[src/inc/pcs_pkg.sv]
// Package of constants for the program counter and return stack unit.
package pcs_pkg;

    // ****************************************
    // Widths and sizes
    // ****************************************
    localparam int          PC_W        = 21;
    localparam int          SP_W        = 5;
    localparam int          STK_DEPTH   = 31;
    localparam logic [4:0]  SP_EMPTY    = 5'h00;
    localparam logic [4:0]  SP_TOP      = 5'h1f;
    localparam logic [20:0] PC_RESET    = 21'h00_0000;
    localparam logic [20:0] PC_STEP     = 21'h00_0002;
    localparam logic [20:0] ONCHIP_SIZE = 21'h02_0000;

    // ****************************************
    // Register map, byte offsets on Avalon-MM
    // ****************************************
    localparam logic [5:0] OFS_PCL     = 6'h00;
    localparam logic [5:0] OFS_LATH    = 6'h04;
    localparam logic [5:0] OFS_LATU    = 6'h08;
    localparam logic [5:0] OFS_STACK_POINTER_REG  = 6'h0c;
    localparam logic [5:0] OFS_STACK_TOP_LOW    = 6'h10;
    localparam logic [5:0] OFS_STACK_TOP_HIGH    = 6'h14;
    localparam logic [5:0] OFS_STACK_TOP_UPPER    = 6'h18;
    localparam logic [5:0] OFS_CFG     = 6'h1c;
    localparam logic [5:0] OFS_PCFULL  = 6'h20;

    // ****************************************
    // Field positions
    // ****************************************
    localparam int BIT_FULL     = 7;
    localparam int BIT_UNF      = 6;
    localparam int BIT_CFG_EMC  = 0;
    localparam int BIT_CFG_SHFT = 1;
    localparam int BIT_CFG_OVR  = 2;
    localparam logic [2:0] CFG_RESET = 3'h4;

    // ****************************************
    // Sequencer operations from the decoder
    // ****************************************
    typedef enum logic [3:0] {
        OP_NONE, OP_FETCH, OP_JUMP, OP_CALL, OP_RET, OP_INTACK, OP_SWPUSH, OP_SWPOP, OP_LINKRET
    } pcs_op_t;

endpackage : pcs_pkg

[src/verilog/pcs_core.sv]
// Program counter, return address stack and external address translation.
`timescale 1ns/1ps
// Notes on behaviour
// - Shift enabled in extended mode: external address is counter minus on-chip size.
// - Shift disabled: external address is the plain counter value.
// - Counter is 21 bits byte addressed, split low, high and upper bytes.
// - Only the low byte is directly writable; upper bytes go through latches.
// - Writing the low byte loads high and upper bytes from their latches.
// - Reading the low byte copies high and upper bytes into the latches.
// - Bit 0 is always zero; sequential fetch adds two.
// - Calls, gotos and branches load the counter directly, ignoring latches.
// - Stack holds 31 entries of 21 bits, 5-bit pointer, own storage.
// - Push on call and interrupt; pop on returns and, with link_ext_en set, link returns; latches untouched.
// - Push increments the pointer first, then writes the return address.
// - Pop reads the current entry, then decrements the pointer.
// - Reset clears the pointer; pointer zero has no entry and means empty.
// - Top-of-stack registers read and write the entry under the pointer.
// - Pointer is software readable and writable, values 0 to 31.
// - Thirty-one pushes set the full flag; only software or power-on clears it.
// - Overflow reset on: 31st push stores, sets full, resets device, pointer zero.
// - Overflow reset off: 31st push sets full, pointer 31, later pushes ignored.
// - Empty pop loads zero, sets underflow, pointer stays zero.
// - Software push increments pointer and stores current counter.
// - Software pop decrements the pointer and steps the counter by two.
// - Shift bit one enables translation, zero passes counter unchanged.
// - Pointer register: full bit 7, underflow bit 6, bit 5 zero, pointer 4..0.
module pcs_core
    import pcs_pkg::*;
#(
    parameter logic [20:0] ONCHIP_BYTES = ONCHIP_SIZE
) (
    input  wire logic        sys_clk,
    input  wire logic        rst,
    input  wire logic        por,
    input  wire logic [3:0]  op,
    input  wire logic [20:0] op_target,
    input  wire logic        link_ext_en,
    output logic      [20:0] pc_q,
    output logic      [20:0] ext_addr_q,
    output logic             ext_sel_q,
    output logic             stack_reset_req,
    input  wire logic [5:0]  avs_address,
    input  wire logic        avs_read,
    input  wire logic        avs_write,
    input  wire logic [31:0] avs_writedata,
    input  wire logic [3:0]  avs_byteenable,
    output logic      [31:0] avs_readdata,
    output logic             avs_waitrequest,
    output logic             avs_response_err
);

    // An odd on-chip size would make the translated address misaligned; a zero one makes every address external.
    if (ONCHIP_BYTES == 21'h00_0000 || ONCHIP_BYTES[0] != 1'b0) begin : g_bad_size
        $error("pcs_core: ONCHIP_BYTES must be nonzero and even");
    end

    // ****************************************
    // Storage
    // ****************************************
    logic [20:0] stack_mem [1:STK_DEPTH];
    logic [7:0]  high_byte_latch_q;
    logic [4:0]  upper_byte_latch_q;
    logic [4:0]  sp_q;
    logic        stack_full_flag_q;
    logic        stack_underflow_flag_q;
    logic [2:0]  cfg_q;
    logic        ack_q;
    logic [31:0] rdata_q;
    logic        err_q;

    logic        emc_en;
    logic        shift_en;
    logic        ovr_rst_en;
    assign emc_en     = cfg_q[BIT_CFG_EMC];
    assign shift_en   = cfg_q[BIT_CFG_SHFT];
    assign ovr_rst_en = cfg_q[BIT_CFG_OVR];

    // A bus access is answered one cycle after it is presented. Register writes and the
    // latch copy of a low byte read land only at the answer edge, where the master sees
    // the transfer complete, so the side effect and the handshake agree.
    logic bus_new;
    logic bus_rd;
    logic bus_wr;
    assign bus_new         = (avs_read || avs_write) && !ack_q;
    assign bus_rd          = avs_read && ack_q;
    assign bus_wr          = avs_write && ack_q;
    assign avs_waitrequest = bus_new;
    assign avs_readdata    = rdata_q;
    assign avs_response_err = err_q;

    logic wr_pcl, wr_lath, wr_latu, wr_sp, wr_stack_top_low, wr_stack_top_high, wr_stack_top_upper, wr_cfg, rd_pcl;
    assign wr_pcl  = bus_wr && avs_address == OFS_PCL && avs_byteenable[0];
    assign wr_lath = bus_wr && avs_address == OFS_LATH && avs_byteenable[0];
    assign wr_latu = bus_wr && avs_address == OFS_LATU && avs_byteenable[0];
    assign wr_sp   = bus_wr && avs_address == OFS_STACK_POINTER_REG && avs_byteenable[0];
    assign wr_stack_top_low = bus_wr && avs_address == OFS_STACK_TOP_LOW && avs_byteenable[0];
    assign wr_stack_top_high = bus_wr && avs_address == OFS_STACK_TOP_HIGH && avs_byteenable[0];
    assign wr_stack_top_upper = bus_wr && avs_address == OFS_STACK_TOP_UPPER && avs_byteenable[0];
    assign wr_cfg  = bus_wr && avs_address == OFS_CFG && avs_byteenable[0];
    assign rd_pcl  = bus_rd && avs_address == OFS_PCL;

    // ****************************************
    // Stack operation decode
    // ****************************************
    pcs_op_t opc;
    assign opc = pcs_op_t'(op);

    logic do_push;
    logic do_pop;
    logic sw_pop;
    logic [20:0] stack_top_entry;
    logic [20:0] next_pc;
    assign next_pc = pc_q + PC_STEP;
    assign do_push = opc == OP_CALL || opc == OP_INTACK || opc == OP_SWPUSH;
    assign do_pop  = opc == OP_RET || (opc == OP_LINKRET && link_ext_en);
    assign sw_pop  = opc == OP_SWPOP;
    assign stack_top_entry     = (sp_q == SP_EMPTY) ? PC_RESET : stack_mem[sp_q];

    // Pushed value: a call stores the address of the following instruction.
    logic [20:0] push_val;
    assign push_val = (opc == OP_SWPUSH) ? pc_q : next_pc;

    logic push_ok;
    logic push_fills;
    assign push_ok    = do_push && sp_q != SP_TOP;
    assign push_fills = push_ok && sp_q == SP_TOP - 5'h01;

    assign stack_reset_req = push_fills && ovr_rst_en;

    // ****************************************
    // Stack memory
    // ****************************************
    always_ff @(posedge sys_clk) begin
        if (push_ok) begin
            stack_mem[sp_q + 5'h01] <= push_val;
        end else if (sp_q != SP_EMPTY) begin
            if (wr_stack_top_low) begin
                stack_mem[sp_q][7:0] <= {avs_writedata[7:1], 1'b0};
            end else if (wr_stack_top_high) begin
                stack_mem[sp_q][15:8] <= avs_writedata[7:0];
            end else if (wr_stack_top_upper) begin
                stack_mem[sp_q][20:16] <= avs_writedata[4:0];
            end
        end
    end

    // ****************************************
    // Stack pointer and flags
    // ****************************************
    always_ff @(posedge sys_clk) begin
        if (rst || stack_reset_req) begin
            sp_q <= SP_EMPTY;
        end else if (push_ok) begin
            sp_q <= sp_q + 5'h01;
        end else if ((do_pop || sw_pop) && sp_q != SP_EMPTY) begin
            sp_q <= sp_q - 5'h01;
        end else if (wr_sp) begin
            sp_q <= avs_writedata[4:0];
        end
    end

    // Flags survive ordinary resets; set beats a software clear.
    always_ff @(posedge sys_clk) begin
        if (por) begin
            stack_full_flag_q      <= 1'b0;
            stack_underflow_flag_q <= 1'b0;
        end else begin
            if (push_fills || (do_push && sp_q == SP_TOP)) begin
                stack_full_flag_q <= 1'b1;
            end else if (wr_sp && !avs_writedata[BIT_FULL]) begin
                stack_full_flag_q <= 1'b0;
            end
            if ((do_pop || sw_pop) && sp_q == SP_EMPTY) begin
                stack_underflow_flag_q <= 1'b1;
            end else if (wr_sp && !avs_writedata[BIT_UNF]) begin
                stack_underflow_flag_q <= 1'b0;
            end
        end
    end

    // ****************************************
    // Program counter
    // ****************************************
    always_ff @(posedge sys_clk) begin
        if (rst || stack_reset_req) begin
            pc_q <= PC_RESET;
        end else if (do_push && opc != OP_SWPUSH) begin
            pc_q <= {op_target[20:1], 1'b0};
        end else if (opc == OP_JUMP) begin
            pc_q <= {op_target[20:1], 1'b0};
        end else if (do_pop) begin
            pc_q <= {stack_top_entry[20:1], 1'b0};
        end else if (opc == OP_FETCH || opc == OP_SWPUSH || sw_pop) begin
            pc_q <= next_pc;
        end else if (wr_pcl) begin
            pc_q <= {upper_byte_latch_q, high_byte_latch_q, avs_writedata[7:1], 1'b0};
        end
    end

    // Latches are written only by software or by a low byte read.
    always_ff @(posedge sys_clk) begin
        if (rst) begin
            high_byte_latch_q  <= 8'h00;
            upper_byte_latch_q <= 5'h00;
        end else if (rd_pcl) begin
            high_byte_latch_q  <= pc_q[15:8];
            upper_byte_latch_q <= pc_q[20:16];
        end else begin
            if (wr_lath) begin
                high_byte_latch_q <= avs_writedata[7:0];
            end
            if (wr_latu) begin
                upper_byte_latch_q <= avs_writedata[4:0];
            end
        end
    end

    always_ff @(posedge sys_clk) begin
        if (por) begin
            cfg_q <= CFG_RESET;
        end else if (wr_cfg) begin
            cfg_q <= avs_writedata[2:0];
        end
    end

    // ****************************************
    // External address translation
    // ****************************************
    always_ff @(posedge sys_clk) begin
        if (rst) begin
            ext_addr_q <= PC_RESET;
            ext_sel_q  <= 1'b0;
        end else begin
            ext_sel_q <= emc_en && pc_q >= ONCHIP_BYTES;
            if (emc_en && shift_en && pc_q >= ONCHIP_BYTES) begin
                ext_addr_q <= pc_q - ONCHIP_BYTES;
            end else begin
                ext_addr_q <= pc_q;
            end
        end
    end

    // ****************************************
    // Bus slave read side
    // ****************************************
    always_ff @(posedge sys_clk) begin
        if (rst) begin
            ack_q   <= 1'b0;
            rdata_q <= 32'h0000_0000;
            err_q   <= 1'b0;
        end else begin
            ack_q <= bus_new;
            err_q <= 1'b0;
            if (bus_new) begin
                rdata_q <= 32'h0000_0000;
                if (avs_address == OFS_PCL) begin
                    rdata_q[7:0] <= pc_q[7:0];
                end else if (avs_address == OFS_LATH) begin
                    rdata_q[7:0] <= high_byte_latch_q;
                end else if (avs_address == OFS_LATU) begin
                    rdata_q[4:0] <= upper_byte_latch_q;
                end else if (avs_address == OFS_STACK_POINTER_REG) begin
                    rdata_q[7:0] <= {stack_full_flag_q, stack_underflow_flag_q, 1'b0, sp_q};
                end else if (avs_address == OFS_STACK_TOP_LOW) begin
                    rdata_q[7:0] <= stack_top_entry[7:0];
                end else if (avs_address == OFS_STACK_TOP_HIGH) begin
                    rdata_q[7:0] <= stack_top_entry[15:8];
                end else if (avs_address == OFS_STACK_TOP_UPPER) begin
                    rdata_q[4:0] <= stack_top_entry[20:16];
                end else if (avs_address == OFS_CFG) begin
                    rdata_q[2:0] <= cfg_q;
                end else if (avs_address == OFS_PCFULL) begin
                    rdata_q[20:0] <= pc_q;
                end else begin
                    err_q <= 1'b1;
                end
            end
        end
    end

endmodule : pcs_core

[config.mk]
export PLATFORM = sky130hd
export DESIGN_NAME = pcs_core
export DESIGN_NICKNAME = d
export VERILOG_FILES = /design/src/inc/pcs_pkg.sv /design/src/verilog/pcs_core.sv
export SDC_FILE = /design/constraint.sdc
export NUM_CORES = 1
export LEC_CHECK = 0
export BUFFER_PORTS_ARGS = -buffer_cell sky130_fd_sc_hd__buf_4
export CAP_MARGIN = 20
export CORE_MARGIN = 2
export CORE_UTILIZATION = 55
export CTS_BUF_LIST = sky130_fd_sc_hd__clkbuf_4
export DETAILED_ROUTE_END_ITERATION = 7
export PLACE_DENSITY = 0.77
export SYNTH_ARGS = -nofsm -noshare
export SYNTH_HDL_FRONTEND = slang
export SYNTH_SLANG_ARGS = --single-unit
[constraint.sdc]
create_clock -name sys_clk -period 6.1 [get_ports sys_clk]
set_input_delay 0.305 -clock sys_clk [delete_from_list [all_inputs] [get_ports sys_clk]]
set_output_delay 0.305 -clock sys_clk [all_outputs]
set_load 0.005 [all_outputs]
==> flow_metrics.tcl <==
set metrics [dict create \
    number_of_distinct_standard_cells_referenced_by_the_synthesized_netlist 97 \
    cp.arrival_ps 5650 \
    via_count 20372 \
    route.detailed.vias_per_inst 6.37 \
    startpoint_type "register" \
    max_slew.worst_pin.slew_ps 1120 \
    share_of_post_route_cells_with_drive_strength_above_1_pct 27.3 \
    cts_num_sinks 745 \
    via_count_of_the_first_global_routing_pass 20157 \
    timing_max_transition_violations_final 0 \
    vdd.ir_drop.worst_uv 179 \
    row_count 88 \
    worst_slack_ps 1370 \
    yosys-top-cells-area "sky130_fd_sc_hd__edfxtp_1 61%, sky130_fd_sc_hd__mux4_2 9.5%, sky130_fd_sc_hd__dfxtp_1 5.8%" \
    grt_setup_unrepaired "false" \
    finalWirelength_um 85800 \
    synth_edf_count 651 \
    synth_seq_cells 745 \
    design.final.nets 2365 \
    area_of_the_core_mm2 0.0578 \
    summed_instance_area_of_the_synthesized_netlist_mm2 0.0322 \
    die_width_um 246 \
    boundaryPins 151 \
    hpwl_um 56100 \
    grt_overflow_total 0 \
    worst_setup_hold_path_clk_slew_ps 70 \
    type_of_the_setup_path_with_the_least_slack "reg -> reg" \
    gp_congestion 0.995 \
    max_clock_freq_mhz 211 \
    post_drt_wl_per_cell_um 26.8 \
    critical_path_required_ps 7020 \
    timing.clock.skew_ps 62.5 \
    fin_total_pwr_mw 11.3 \
    min-delay-path-class "in -> reg" \
    path_max_fanout 18 \
    layout-area-overhead-vs-synth_pct 13.9 \
    clock_tree.root_cell "sky130_fd_sc_hd__clkbuf_4" \
    timing.slew.headroom_pct 25.2 \
    placed_cell_area_mm2 0.0335 \
    die-height_um 246 \
    pre_cts_ws_ps 1880 \
    status "complete, no violations" \
    cts_tree "built" \
    finalInstanceArea_mm2 0.0366 \
    overall_die_area_mm2 0.0604 \
    drcViolationCount 0 \
    final_min_period_over_clock_period_pct 77.6 \
    yosys_most_used_dff "sky130_fd_sc_hd__edfxtp_1" \
    post_synth.cell_area_avg_um2 16.0 \
    share_of_the_yosys_chip_area_belonging_to_registers_pct 66.6 \
    io_buffers 111 \
    yosysWarnings 0 \
    grt_max_degree 89 \
    setup_tns_ps 0 \
    cts_htree_levels 4 \
    timing.critical_path.to_type "register" \
    grt_antenna_before_repair 4 \
    drt_first_iter_violations 2577 \
    drtPass1Iterations 6 \
    cts_made_buffers 179 \
    initial_utilization_pct 55.6 \
    clock_latency_ps 1050 \
    drv_cap 0 \
    finish.utilization_pct 63.4 \
    count_of_mapped_cells_out_of_synthesis 2006 \
    pwr_density_cell_mw_per_mm2 307 \
    finalHoldViolCount 0 \
    synth_async_sr_flop_share_pct 0 \
    synthDominantAreaCellType "sky130_fd_sc_hd__edfxtp_1" \
    globalRouteTotalUtil_pct 28.8 \
    yosys.area.top_type_share_pct 60.8 \
    setup_violations 0 \
    postCtsSetupRepairBufs 0 \
    lkg_pwr_nw 12.1 \
    clock_period_minus_final_worst_setup_slack_ps 4730 \
    route.antenna.remaining_nets 0 \
    cts.path.max_buffers 3 \
    grt_first_pass_wirelength_um 126000 \
]
==> state kept, by name, indices dropped and copies added, names as in the netlist, named ones only <==
| register | flops |
|---|---|
| ext_sel_q | 1 |
| upper_byte_latch_q | 5 |
| stack_full_flag_q | 1 |
| ack_q | 1 |
| stack_mem | 651 |
| ext_addr_q | 21 |
| avs_readdata | 21 |
| sp_q | 5 |
| stack_underflow_flag_q | 1 |
| cfg_q | 3 |
| high_byte_latch_q | 8 |
| avs_response_err | 1 |
| pc_q | 21 |
==> critical path, cell delays in order, from the launching register on <==
cell and delay, ps:
sky130_fd_sc_hd__dfxtp_1 460, sky130_fd_sc_hd__ha_1 360, sky130_fd_sc_hd__nand2_1 130, sky130_fd_sc_hd__nor2_1 60, sky130_fd_sc_hd__ha_1 230, sky130_fd_sc_hd__or2_2 410, sky130_fd_sc_hd__nor3_1 920, sky130_fd_sc_hd__or2_2 640
sky130_fd_sc_hd__nor3_1 140, sky130_fd_sc_hd__dlygate4sd3_1 600, sky130_fd_sc_hd__o31a_1 100, sky130_fd_sc_hd__dlygate4sd3_1 570
==> cells in the final DEF (no fill, tap or decap), drive strengths merged, types with 9 or more instances in the layout <==
cell | Yosys | final
xor2 | 13 | 13
nand2b | 9 | 9
mux2 | 12 | 12
dfxtp | 94 | 94
nand4 | 16 | 16
a211o | 12 | 12
o22ai | 10 | 10
o21ai | 38 | 38
edfxtp | 651 | 651
o211ai | 20 | 20
nor2b | 25 | 25
clkbuf | 69 | 257
a21oi | 72 | 72
nand3 | 33 | 33
nor4 | 20 | 20
and2 | 11 | 11
conb | 1 | 11
nor2 | 205 | 205
mux4 | 159 | 159
nand2 | 71 | 71
buf | 84 | 161
inv | 20 | 22
o2111ai | 11 | 11
o31ai | 15 | 15
a31oi | 12 | 12
nor3 | 47 | 47
dlygate4sd3 | 0 | 80
and3 | 10 | 10
a211oi | 42 | 42
a22o | 12 | 12
mux2i | 68 | 68
xnor2 | 25 | 25
clkinv | 0 | 57
==> area by class of cell <==
cell class / count / area (µm²)
tap: 765 / 957
timing repair buffer: 241 / 2090
inverter: 20 / 75.1
multi-input combinational: 1097 / 9740
clock buffer: 257 / 1930
fill: 4034 / 21200
clock inverter: 67 / 383
sequential: 745 / 21400
antenna: 7 / 17.5
==> kinds of logic (layout without fill, tap and decap cells) <==
| group | after synthesis | count (layout) | share of synthesized area (%) |
|---|---|---|---|
| AOI/OAI and AO/OA | 319 | 319 | 7.29 |
| other | 1 | 18 | 0.0117 |
| DFF | 745 | 745 | 66.6 |
| muxes | 239 | 239 | 13.9 |
| buffers and inverters | 174 | 585 | 3.57 |
| xor gates and xnor gates | 38 | 38 | 1.03 |
| and+or+nand+nor | 482 | 482 | 7.23 |
| adders and majority gates | 8 | 8 | 0.311 |
==> per-layer routing <==
layer  wire, µm  vias to the layer above  global-route usage (%)
li1           -                     8701                       -
met1      32900                    10136                    38.4
met2      40500                     1285                    45.0
met3       8240                      248                    6.66
met4       4110                        2                    14.3
met5         13                        -                       0
==> per-stage QoR <==
stage	hold WS (ps)	std cells
after floorplan	374	2016
after global placement	440	2786
after detailed placement	447	2786
after CTS	5.88	3190
after global routing	17.2	3198
final	90.2	3199
==> cell usage after synthesis, types with 11 or more instances <==
library cell,count
sky130_fd_sc_hd__a211o_1,12
sky130_fd_sc_hd__a211oi_1,41
sky130_fd_sc_hd__a21oi_1,68
sky130_fd_sc_hd__a22o_1,12
sky130_fd_sc_hd__a31oi_1,11
sky130_fd_sc_hd__buf_2,28
sky130_fd_sc_hd__buf_4,26
sky130_fd_sc_hd__buf_6,14
sky130_fd_sc_hd__clkbuf_1,54
sky130_fd_sc_hd__clkbuf_8,12
sky130_fd_sc_hd__dfxtp_1,94
sky130_fd_sc_hd__edfxtp_1,651
sky130_fd_sc_hd__inv_1,17
sky130_fd_sc_hd__mux2_2,12
sky130_fd_sc_hd__mux2i_1,68
sky130_fd_sc_hd__mux4_1,23
sky130_fd_sc_hd__mux4_2,136
sky130_fd_sc_hd__nand2_1,70
sky130_fd_sc_hd__nand3_1,32
sky130_fd_sc_hd__nand4_1,16
sky130_fd_sc_hd__nor2_1,204
sky130_fd_sc_hd__nor2b_1,25
sky130_fd_sc_hd__nor3_1,44
sky130_fd_sc_hd__nor4_1,19
sky130_fd_sc_hd__o2111ai_1,11
sky130_fd_sc_hd__o211ai_1,20
sky130_fd_sc_hd__o21ai_0,32
sky130_fd_sc_hd__xnor2_1,25
sky130_fd_sc_hd__xor2_1,13
==> worst paths after layout <==
path	from	to	slack, ps	cells after the start
worst max-delay path	sp_q[0]$_SDFFE_PP0N_	pc_q[12]$_SDFFE_PP0P_	1370	11
worst min-delay path	avs_byteenable[0]	pc_q[0]$_SDFFE_PP0P_	90	4
worst max register to register	sp_q[0]$_SDFFE_PP0N_	pc_q[12]$_SDFFE_PP0P_	1370	11
worst min register to register	avs_readdata[17]$_SDFFE_PP0P_	avs_readdata[17]$_SDFFE_PP0P_	460	2
==> report_power, final <==
| part | switching, mW | leakage (nW) | internal, mW |
|---|---|---|---|
| logic | 0.858 | 4.05 | 0.536 |
| registers | 0.126 | 6.71 | 5.68 |
| clock network | 1.95 | 1.36 | 2.11 |
==> timing repair <==
item | CTS | global route
resized for setup | 0 | 0
hold endpoints to repair | 84 | 0
hold buffers | 80 | 0
No activity file was read; power rests on OpenSTA's default activity.
